===== src/feas_pkg.sv =====
// Constants and carriers for the flash embedded algorithm host sequencer
`default_nettype none
package feas_pkg;
	localparam longint CLK_MHZ = 200;
	// Times in their own units
	localparam longint T_WE_LOW_NS = 50;
	localparam longint T_WE_HIGH_NS = 30;
	localparam longint T_READ_NS = 120;
	localparam longint T_RB_WE_NS = 50;
	localparam longint T_RP_ALG_US = 10;
	localparam longint T_RP_IDLE_NS = 500;
	localparam longint T_RDY_ALG_US = 20;
	localparam longint T_RDY_IDLE_NS = 500;
	localparam longint T_RSP_US = 4;
	localparam longint T_VSET_US = 4;
	localparam longint T_PROT_US = 10;
	localparam longint T_UNPROT_MS = 12;
	localparam longint T_PROG_MAX_US = 210;
	localparam longint T_SECT_MAX_MS = 10400;
	localparam longint T_CHIP_MAX_S = 64;
	// Least times round up, longest round down
	localparam logic [31:0] C_WE_LOW = 32'((T_WE_LOW_NS * CLK_MHZ + 999) / 1000);
	localparam logic [31:0] C_WE_HIGH = 32'((T_WE_HIGH_NS * CLK_MHZ + 999) / 1000);
	localparam logic [31:0] C_READ = 32'((T_READ_NS * CLK_MHZ + 999) / 1000);
	localparam logic [31:0] C_RB_WE = 32'((T_RB_WE_NS * CLK_MHZ + 999) / 1000);
	localparam logic [31:0] C_RP_ALG = 32'(T_RP_ALG_US * CLK_MHZ);
	localparam logic [31:0] C_RP_IDLE = 32'((T_RP_IDLE_NS * CLK_MHZ + 999) / 1000);
	localparam logic [31:0] C_RDY_ALG = 32'(T_RDY_ALG_US * CLK_MHZ);
	localparam logic [31:0] C_RDY_IDLE = 32'((T_RDY_IDLE_NS * CLK_MHZ + 999) / 1000);
	localparam logic [31:0] C_RSP = 32'(T_RSP_US * CLK_MHZ);
	localparam logic [31:0] C_VSET = 32'(T_VSET_US * CLK_MHZ);
	localparam logic [31:0] C_PROT = 32'(T_PROT_US * CLK_MHZ);
	localparam logic [31:0] C_UNPROT = 32'(T_UNPROT_MS * CLK_MHZ * 1000);
	localparam logic [33:0] C_PROG_TMO = 34'(T_PROG_MAX_US * CLK_MHZ);
	localparam logic [33:0] C_SECT_TMO = 34'(T_SECT_MAX_MS * CLK_MHZ * 1000);
	localparam logic [33:0] C_CHIP_TMO = 34'(T_CHIP_MAX_S * CLK_MHZ * 1000000);
	// Unlock and command codes
	localparam logic [19:0] ADDR_U1 = 20'h00555;
	localparam logic [19:0] ADDR_U2 = 20'h002AA;
	localparam logic [7:0] DAT_U1 = 8'hAA;
	localparam logic [7:0] DAT_U2 = 8'h55;
	localparam logic [7:0] DAT_PROG = 8'hA0;
	localparam logic [7:0] DAT_ERASE = 8'h80;
	localparam logic [7:0] DAT_CHIP = 8'h10;
	localparam logic [7:0] DAT_SECT = 8'h30;
	localparam logic [2:0] STEP_PROG_LAST = 3'h3;
	localparam logic [2:0] STEP_ERASE_LAST = 3'h5;
	localparam int TOG_BIT = 6;
	localparam int POLL_BIT = 7;

	typedef enum logic [2:0] {
		OP_READ   = 3'h0,
		OP_PROG   = 3'h1,
		OP_CHIP   = 3'h2,
		OP_SECT   = 3'h3,
		OP_RESET  = 3'h4,
		OP_PROT   = 3'h5,
		OP_UNPROT = 3'h6,
		OP_TEMP   = 3'h7
	} feas_op_t;

	typedef struct packed {
		feas_op_t    op;
		logic [19:0] addr;
		logic [7:0]  data;
	} feas_cmd_t;

	typedef struct packed {
		logic [19:0] addr;
		logic [7:0]  data;
	} feas_word_t;

	typedef struct packed {
		logic [19:0] addr;
		logic [7:0]  dq_o;
		logic        dq_oe;
		logic        ce_n;
		logic        oe_n;
		logic        we_n;
		logic        reset_n;
		logic        reset_vid;
		logic        ctrl_vid;
	} feas_pins_t;

	function automatic feas_word_t feas_seq(feas_op_t op, logic [2:0] st, logic [19:0] a,
			logic [7:0] d);
		feas_word_t w;
		w = feas_word_t'{ADDR_U1, DAT_U1};
		case (st)
			3'h1: w = feas_word_t'{ADDR_U2, DAT_U2};
			3'h2: w.data = (op == OP_PROG) ? DAT_PROG : DAT_ERASE;
			3'h3: w = (op == OP_PROG) ? feas_word_t'{a, d} : feas_word_t'{ADDR_U1, DAT_U1};
			3'h4: w = feas_word_t'{ADDR_U2, DAT_U2};
			3'h5: w = (op == OP_CHIP) ? feas_word_t'{ADDR_U1, DAT_CHIP} : feas_word_t'{a, DAT_SECT};
			default: w = feas_word_t'{ADDR_U1, DAT_U1};
		endcase
		return w;
	endfunction
endpackage
`default_nettype wire


===== src/feas_host.sv =====
// Host sequencer driving a parallel flash through its pins
`default_nettype none
// Operation
// - Hold reset low 10 us when busy
// - Hold reset low 500 ns when idle
// - Wait 50 ns after ready before write
// - Hold reset at high voltage 4 us before write, until reset command
// - Protect pulse 10 us, unprotect 12 ms
// - Confirm completion by polling, not verify
module feas_host #(
	parameter logic [33:0] P_PROG_TMO = feas_pkg::C_PROG_TMO,
	parameter logic [33:0] P_SECT_TMO = feas_pkg::C_SECT_TMO,
	parameter logic [33:0] P_CHIP_TMO = feas_pkg::C_CHIP_TMO,
	parameter logic [31:0] P_UNPROT   = feas_pkg::C_UNPROT
) (
	// Clock and reset
	input  wire logic                 i_clock,
	input  wire logic                 i_rst_b,
	// Command port
	input  wire logic                 i_cmd_valid,
	input  wire feas_pkg::feas_cmd_t  i_cmd,
	output logic                      o_cmd_ready,
	output logic                      o_done,
	output logic                      o_error,
	output logic [7:0]                o_rdata,
	// Flash pins
	output feas_pkg::feas_pins_t      o_pins,
	input  wire logic [7:0]           i_dq,
	input  wire logic                 i_ready_busy_n
);
	typedef enum logic [3:0] {
		S_IDLE  = 4'h0,
		S_WLO   = 4'h1,
		S_WHI   = 4'h2,
		S_RD    = 4'h3,
		S_RGAP  = 4'h4,
		S_RST   = 4'h5,
		S_RREC  = 4'h6,
		S_VSET  = 4'h7,
		S_PULSE = 4'h8,
		S_TEMP  = 4'h9
	} feas_state_t;

	feas_state_t          st_q, st_d;
	feas_pkg::feas_cmd_t  cmd_q, cmd_d;
	feas_pkg::feas_pins_t pins_q, pins_d;
	feas_pkg::feas_word_t seq_n;
	logic [31:0]          cnt_q, cnt_d, rbc_q, rbc_d, rlen_q, wlen_q, vlen_q;
	logic [33:0]          tmo_q, tmo_d;
	logic [2:0]           step_q, step_d;
	logic [7:0]           dq_s1, dq_s2, rd_q, rd_d, prev_q, prev_d;
	logic [1:0]           have_q, have_d;
	logic                 rb_s1, rb_s2, alg_q, alg_d, temp_q, temp_d;
	logic                 rdy_q, done_d, done_q, err_d, err_q;

	wire        take    = i_cmd_valid && rdy_q;
	wire [2:0]  last    = (cmd_q.op == feas_pkg::OP_PROG) ? feas_pkg::STEP_PROG_LAST
	                                                      : feas_pkg::STEP_ERASE_LAST;
	wire [33:0] tmo_lim = (cmd_q.op == feas_pkg::OP_PROG) ? P_PROG_TMO :
	                      (cmd_q.op == feas_pkg::OP_CHIP) ? P_CHIP_TMO : P_SECT_TMO;
	wire        expect7 = (cmd_q.op == feas_pkg::OP_PROG) ? cmd_q.data[7] : 1'b1;
	wire        tog_eq  = have_q[1] && (rd_q[feas_pkg::TOG_BIT] == prev_q[feas_pkg::TOG_BIT]);
	wire [31:0] rp_len  = alg_q ? feas_pkg::C_RP_ALG : feas_pkg::C_RP_IDLE;
	wire [31:0] rdy_len = alg_q ? feas_pkg::C_RDY_ALG : feas_pkg::C_RDY_IDLE;
	wire [31:0] pw_len  = (cmd_q.op == feas_pkg::OP_UNPROT) ? P_UNPROT : feas_pkg::C_PROT;
	wire        alg_op  = (cmd_q.op == feas_pkg::OP_PROG) || (cmd_q.op == feas_pkg::OP_CHIP)
	                   || (cmd_q.op == feas_pkg::OP_SECT);

	assign seq_n = feas_pkg::feas_seq(cmd_d.op, step_d, cmd_d.addr, cmd_d.data);
	assign rbc_d = !rb_s2 ? 32'h0 : (rbc_q >= feas_pkg::C_RB_WE) ? rbc_q : rbc_q + 32'h1;
	assign o_cmd_ready = rdy_q;
	assign o_done      = done_q;
	assign o_error     = err_q;
	assign o_rdata     = rd_q;
	assign o_pins      = pins_q;
	always_comb begin
		st_d = st_q;
		cmd_d = cmd_q;
		cnt_d = cnt_q + 32'h1;
		tmo_d = tmo_q + 34'h1;
		step_d = step_q;
		rd_d = rd_q;
		prev_d = prev_q;
		have_d = have_q;
		alg_d = alg_q;
		temp_d = temp_q;
		done_d = 1'b0;
		err_d = err_q;
		case (st_q)
			S_IDLE: begin
				cnt_d = 32'h0;
				step_d = 3'h0;
				if (take) begin
					cmd_d = i_cmd;
					err_d = 1'b0;
					case (i_cmd.op)
						feas_pkg::OP_READ:   st_d = S_RD;
						feas_pkg::OP_RESET:  st_d = S_RST;
						feas_pkg::OP_PROT:   st_d = S_VSET;
						feas_pkg::OP_UNPROT: st_d = S_VSET;
						feas_pkg::OP_TEMP:   st_d = S_TEMP;
						default:             st_d = S_WLO;
					endcase
					if (i_cmd.op == feas_pkg::OP_RESET)
						temp_d = 1'b0;
					if (i_cmd.op == feas_pkg::OP_TEMP)
						temp_d = 1'b1;
					have_d = 2'h0;
				end
			end
			S_WLO: if (cnt_q >= feas_pkg::C_WE_LOW - 32'h1) begin
				cnt_d = 32'h0;
				st_d = S_WHI;
			end
			S_WHI: if (cnt_q >= feas_pkg::C_WE_HIGH - 32'h1) begin
				cnt_d = 32'h0;
				if (step_q == last) begin
					st_d = S_RD;
					tmo_d = 34'h0;
					alg_d = 1'b1;
				end else begin
					step_d = step_q + 3'h1;
					st_d = S_WLO;
				end
			end
			S_RD: if (cnt_q >= feas_pkg::C_READ - 32'h1) begin
				cnt_d = 32'h0;
				rd_d = dq_s2;
				prev_d = rd_q;
				have_d = {have_q[0], 1'b1};
				st_d = S_RGAP;
			end
			S_RGAP: if (cnt_q >= feas_pkg::C_WE_HIGH - 32'h1) begin
				cnt_d = 32'h0;
				st_d = S_RD;
				if (cmd_q.op == feas_pkg::OP_READ) begin
					st_d = S_IDLE;
					done_d = 1'b1;
				end else if (tog_eq) begin
					// done by toggle bit, poll bit sets error
					st_d = S_IDLE;
					done_d = 1'b1;
					alg_d = 1'b0;
					err_d = rd_q[feas_pkg::POLL_BIT] != expect7;
				end else if (tmo_q >= tmo_lim) begin
					st_d = S_IDLE;
					done_d = 1'b1;
					err_d = 1'b1;
				end
			end
			S_RST: if (cnt_q >= rp_len - 32'h1) begin
				cnt_d = 32'h0;
				st_d = S_RREC;
			end
			S_RREC: if (cnt_q >= rdy_len - 32'h1) begin
				st_d = S_IDLE;
				done_d = 1'b1;
				alg_d = 1'b0;
			end
			S_VSET: if (cnt_q >= feas_pkg::C_VSET - 32'h1) begin
				cnt_d = 32'h0;
				st_d = S_PULSE;
			end
			S_PULSE: if (cnt_q >= pw_len - 32'h1) begin
				st_d = S_IDLE;
				done_d = 1'b1;
			end
			S_TEMP: if (cnt_q >= feas_pkg::C_RSP - 32'h1) begin
				st_d = S_IDLE;
				done_d = 1'b1;
			end
			default: st_d = S_IDLE;
		endcase
	end
	always_comb begin
		pins_d = '{addr: cmd_d.addr, dq_o: seq_n.data, dq_oe: 1'b0, ce_n: 1'b1, oe_n: 1'b1,
			we_n: 1'b1, reset_n: 1'b1, reset_vid: temp_d, ctrl_vid: 1'b0};
		case (st_d)
			S_WLO: begin
				pins_d.addr = seq_n.addr;
				pins_d.dq_oe = 1'b1;
				pins_d.ce_n = 1'b0;
				pins_d.we_n = 1'b0;
			end
			S_WHI: begin
				pins_d.addr = seq_n.addr;
				pins_d.dq_oe = 1'b1;
			end
			S_RD: begin
				pins_d.ce_n = 1'b0;
				pins_d.oe_n = 1'b0;
			end
			S_RST: pins_d.reset_n = 1'b0;
			S_VSET: begin
				pins_d.ctrl_vid = 1'b1;
				pins_d.ce_n = 1'b0;
			end
			S_PULSE: begin
				pins_d.ctrl_vid = 1'b1;
				pins_d.ce_n = 1'b0;
				pins_d.we_n = 1'b0;
			end
			default: pins_d.dq_oe = 1'b0;
		endcase
	end
	always_ff @(posedge i_clock or negedge i_rst_b) begin
		if (!i_rst_b) begin
			st_q <= S_IDLE;
			cmd_q <= '0;
			pins_q <= '{addr: 20'h0, dq_o: 8'h0, dq_oe: 1'b0, ce_n: 1'b1, oe_n: 1'b1,
				we_n: 1'b1, reset_n: 1'b1, reset_vid: 1'b0, ctrl_vid: 1'b0};
			{cnt_q, rbc_q, tmo_q, step_q} <= '0;
			{dq_s1, dq_s2, rd_q, prev_q, have_q} <= '0;
			{rb_s1, rb_s2, alg_q, temp_q, rdy_q, done_q, err_q} <= '0;
		end else begin
			st_q <= st_d;
			cmd_q <= cmd_d;
			pins_q <= pins_d;
			{cnt_q, rbc_q, tmo_q, step_q} <= {cnt_d, rbc_d, tmo_d, step_d};
			{dq_s1, dq_s2, rd_q, prev_q, have_q} <= {i_dq, dq_s1, rd_d, prev_d, have_d};
			{rb_s1, rb_s2, alg_q, temp_q} <= {i_ready_busy_n, rb_s1, alg_d, temp_d};
			rdy_q <= (st_d == S_IDLE) && !take && (rbc_d >= feas_pkg::C_RB_WE);
			done_q <= done_d;
			err_q <= err_d;
		end
	end
	always_ff @(posedge i_clock or negedge i_rst_b) begin
		if (!i_rst_b) begin
			{rlen_q, wlen_q, vlen_q} <= '0;
		end else begin
			rlen_q <= pins_q.reset_n ? 32'h0 : rlen_q + 32'h1;
			wlen_q <= pins_q.we_n ? 32'h0 : wlen_q + 32'h1;
			vlen_q <= pins_q.reset_vid ? vlen_q + 32'h1 : 32'h0;
		end
	end
	property p_rst_busy;
		@(posedge i_clock) disable iff (!i_rst_b)
		$rose(pins_q.reset_n) && $past(alg_q) |-> rlen_q >= feas_pkg::C_RP_ALG;
	endproperty
	a_rst_busy: assert property (p_rst_busy) else $error("reset pulse too short when busy");
	property p_rst_idle;
		@(posedge i_clock) disable iff (!i_rst_b)
		$rose(pins_q.reset_n) |-> rlen_q >= feas_pkg::C_RP_IDLE;
	endproperty
	a_rst_idle: assert property (p_rst_idle) else $error("reset pulse too short");
	property p_rb_we;
		@(posedge i_clock) disable iff (!i_rst_b)
		$fell(pins_q.we_n) && !pins_q.ctrl_vid |-> rbc_q >= feas_pkg::C_RB_WE;
	endproperty
	a_rb_we: assert property (p_rb_we) else $error("write enable too soon after ready");
	property p_vid_setup;
		@(posedge i_clock) disable iff (!i_rst_b)
		$fell(pins_q.we_n) && pins_q.reset_vid |-> vlen_q >= feas_pkg::C_RSP;
	endproperty
	a_vid_setup: assert property (p_vid_setup) else $error("high voltage setup too short");
	property p_prot_pw;
		@(posedge i_clock) disable iff (!i_rst_b)
		$rose(pins_q.we_n) && $past(pins_q.ctrl_vid) && cmd_q.op == feas_pkg::OP_PROT
			|-> wlen_q >= feas_pkg::C_PROT;
	endproperty
	a_prot_pw: assert property (p_prot_pw) else $error("protect pulse too short");
	property p_unprot_pw;
		@(posedge i_clock) disable iff (!i_rst_b)
		$rose(pins_q.we_n) && $past(pins_q.ctrl_vid) && cmd_q.op == feas_pkg::OP_UNPROT
			|-> wlen_q >= P_UNPROT;
	endproperty
	a_unprot_pw: assert property (p_unprot_pw) else $error("unprotect pulse too short");
	property p_poll_done;
		@(posedge i_clock) disable iff (!i_rst_b)
		done_q && !err_q && alg_op |-> rd_q[feas_pkg::TOG_BIT] == prev_q[feas_pkg::TOG_BIT]
			&& rd_q[feas_pkg::POLL_BIT] == expect7 && !alg_q;
	endproperty
	a_poll_done: assert property (p_poll_done) else $error("completion without polling");
endmodule
`default_nettype wire


===== config.mk =====
export PLATFORM = sky130hd
export DESIGN_NAME = feas_host
export DESIGN_NICKNAME = d
export VERILOG_FILES = /design/src/feas_pkg.sv /design/src/feas_host.sv
export SDC_FILE = /design/constraint.sdc
export NUM_CORES = 1
export LEC_CHECK = 0
export ABC_AREA = 1
export BUFFER_PORTS_ARGS = -buffer_cell sky130_fd_sc_hd__buf_2
export CAP_MARGIN = 40
export CORE_UTILIZATION = 65
export CTS_BUF_LIST = sky130_fd_sc_hd__clkbuf_8
export DETAILED_ROUTE_END_ITERATION = 7
export PLACE_DENSITY = 0.85
export SLEW_MARGIN = 10
export SYNTH_ARGS = -nofsm -noshare
export SYNTH_HDL_FRONTEND = slang
export SYNTH_SLANG_ARGS = --single-unit

===== constraint.sdc =====
create_clock -name i_clock -period 8 [get_ports i_clock]
set_input_delay 1.6 -clock i_clock [delete_from_list [all_inputs] [get_ports i_clock]]
set_output_delay 1.6 -clock i_clock [all_outputs]
set_load 0.01 [all_outputs]

==> key figures <==
Critical path
  – Worst Path Required: 8420 ps
  – Crit-path most repeated cell: nand2_1
  – Top Family by Delay on Critical Path: simple AND/OR/NAND/NOR gates
  – Sum of buffers and inverters on the critical path: 4
  – Critical Path Start Type: input pin
  – Setup CP Type: input pin to register
  – Biggest cell delay along the critical path: 550 ps
  – CP Max Fanout: 35
  – Crit path DAT: 4320 ps
  – Critical path's slowest cell: nor2_2
  – Critical Path End Type: register
  – CP cell instances: buf_2 -> nand2_1 -> nor2_2 -> inv_2 -> o21ai_0 -> inv_1 -> nor2_1 -> nand2_1 -> nand2_1 -> inv_1 -> nand2_1 -> o21ai_0 -> nand3_1 -> nand2_1

Power and ir drop
  – P_int: 1660 uW
  – Switch share: 29.3%
  – Power Density: 186 nW/um2
  – Clock Power Share: 38.3%
  – Worst VDD drop: 0.000169 V
  – Pleak: 0.00732 uW
  – Pwr Total: 2350 uW
  – Flop pwr share: 47.0%
  – Comb power frac: 14.6%
  – Sw power: 690 uW

Placement
  – Placed insts: 1765
  – RePlAce Congestion: 0.916
  – Port bufs: 88
  – Post-DP HPWL: 18400 um
  – Placed inst area: 12000 um2

STA
  – Fin. max-slew vios: 0
  – WHS: 350 ps
  – Clock Skews: 17.0 ps
  – Final setup vio count: 0
  – RSZ-0062 raised after global routing: false
  – Fmax: 0.256 GHz
  – Fin crit period: 3900 ps
  – Setup TNS: 0 ps
  – Final hold vios: 0
  – Final Cycle Share: 48.8%
  – Worst slew slack as a fraction of its limit: 40.7%
  – Worst slew pin tran: 889 ps

Job
  – Max-cap violations: 0

Clocking
  – TritonCTS clock tree: yes
  – Cts bufs inserted: 35
  – Clock Tree Buf Depth: 3
  – Root Driver: clkbuf_8
  – Hold-fix buffers, CTS: 0
  – Clk_lat worst skew: 540 ps
  – Reg clk slew, reported paths: 60 ps
  – Setup Fix Bufs, Post-CTS: 0
  – H-tree levels: 2
  – CTS resizes: 0
  – CTS Sinks: 204

Final layout
  – Share of cells above drive strength 1: 13.9%
  – Storage cell area: 5110 um2
  – Fillcell total: 1253
  – Final non-filler cell total: 1827
  – Nets: 1661
  – ANT cells: 0
  – Multi-input gate area: 5150 um2
  – Fin area: 12600 um2
  – Synthesis-to-finish area growth: 11.8%

Global route
  – Vias in the first global route: 9434
  – Grt ovf: 0
  – Largest net degree at the start of global routing: 106
  – Initial antenna violation count: 0
  – Global-route wire length before repair: 43800 um
  – Tot GR Track Use: 30.3%

Synth
  – Post-synthesis cell type count: 47
  – Synth Area in Simple Gates: 33.3%
  – Mapped Area: 11300 um2
  – Yosys warning count: 0
  – Syn_nets: 1563
  – Post-Synth XOR/XNOR Area: 2.79%
  – Mux cell area share after synthesis: 0.598%
  – Synth Area in Compound Gates: 4.97%
  – Yosys reg bits: 204
  – Seq/Total Area, Yosys: 45.2%
  – Top post-synthesis cells by area: dfrtp_1 (44%), nand2_1 (13%), inv_1 (7.4%)
  – Synth Area per Inst: 7.62 um2
  – Synth top area share: 44.3%
  – Area leader, netlist: dfrtp_1
  – Combinational family with the most area after synthesis: simple AND/OR/NAND/NOR gates
  – Synth Instances: 1484
  – Fraction of the mapped netlist area in adder cells: 3.99%

Worst hold path
  – Worst Hold Class: register to register

Detailed routing
  – Post-Route WL: 25900 um
  – Antenna Nets Post-Route: 0
  – Initial drt markers: 650
  – Via/cell ratio: 5.42
  – Residual DRC: 0
  – Avg WL per Cell: 14.2 um
  – DR vias: 9898
  – Router iterations before antenna repair: 6

Outcome
  – Status: complete, no violations

Floorplan
  – Horiz. Die Dim: 134 um
  – Die area: 17900 um2
  – Core area: 16800 um2
  – Row Count: 47
  – Die H: 134 um
  – Initial Util: 67.4%
  – I/O pins: 89
==> flip-flops by register name, summed over array words and instances, names as in the netlist, 2 cells and up <==
| register | flops |
|---|---|
| o_pins | 34 |
| have_q | 2 |
| st_q | 4 |
| dq_s1 | 8 |
| cmd_q | 31 |
| cnt_q | 32 |
| o_rdata | 8 |
| dq_s2 | 8 |
| step_q | 3 |
| rbc_q | 32 |
| tmo_q | 34 |
==> stage by stage <==
stage / utilization (%) / worst slack (ps)
global placement: 70.8 / 3160
CTS: 75.4 / 4130
finish: 75.4 / 4100
global route: 75.4 / 3820
detailed placement: 71.4 / 3610
floorplan: - / 5000
==> layout by cell type, fill, tap and decap left out, types with 8 or more instances in the layout <==
master,instances
nand2_1,386
inv_1,239
dfrtp_1,200
nor2_1,154
nand3_1,151
buf_2,87
o21ai_0,59
clkbuf_8,43
ha_1,36
nand4_1,33
nor3_1,30
or2_2,28
xor2_1,28
a21oi_1,25
nor2_2,12
nor2_4,8
xnor2_1,8
o21ai_1,8
==> power by group through the flow <==
| stage | clock network [uW] | logic (uW) | registers, uW |
|---|---|---|---|
| floorplan | 0 | 220 | 1120 |
| global placement | 0 | 322 | 1120 |
| detailed placement | 0 | 340 | 1120 |
| CTS | 914 | 340 | 1110 |
| global route | 960 | 383 | 1110 |
| finish | 902 | 344 | 1110 |
==> synthesized netlist by cell type (all sizes together) <==
cell / count
or2: 30
o221a: 1
xor2: 28
clkbuf: 14
nor4: 6
inv: 229
o21a: 2
and2: 3
a211oi: 1
nor3: 33
nand3b: 3
ha: 36
o21bai: 1
nand2: 393
o311ai: 1
nor2: 174
a21o: 1
buf: 21
dfstp: 4
mux2: 6
or4: 1
nand4: 35
a41o: 1
nand3: 154
nor3b: 1
o21ai: 68
a21oi: 25
xnor2: 8
dfrtp: 200
a31oi: 4
==> worst paths after layout <==
kind | from | slack [ps] | cells past startpoint | to
setup / recovery | i_cmd_valid | 4100 | 14 | o_pins[33]
max in group asynchronous | i_rst_b | 6180 | 3 | o_pins[28]
hold reg to reg | dq_s1[6] | 350 | 0 | dq_s2[6]
setup reg to reg | cmd_q[29] | 4370 | 18 | o_pins[33]
min in group asynchronous | i_rst_b | 920 | 1 | cnt_q[9]
hold / removal | dq_s1[6] | 350 | 0 | dq_s2[6]
==> logic make-up (layout without fill, tap and decap cells) <==
logic type / Yosys count / in the layout
adders and majority gates: 36 / 36
and+or+nand+nor: 833 / 833
xor gates and xnor gates: 36 / 36
AOI/OAI and AO/OA: 105 / 105
muxes: 6 / 6
buffers and inverters: 264 / 387
DFF: 204 / 204
==> final cells by class <==
cell class / count / share of cell area, %
clock buffer: 42 / 4.58
clock inverter: 20 / 0.683
inverter: 229 / 6.80
multi-input combinational: 1016 / 40.8
sequential: 204 / 40.5
tap: 220 / 2.18
timing repair buffer: 96 / 4.50
==> layer usage <==
layer / global-route usage [%] / wire length, um / up-vias / part of all wire [%]
met5: 0 / 0 / - / 0
met4: 11.4 / 713 / 0 / 2.8
met3: 5.56 / 1510 / 69 / 5.8
met2: 48.9 / 12400 / 329 / 48
met1: 40.9 / 11300 / 4621 / 44
li1: - / - / 4879 / -
Power figures use the tool's default switching activity.
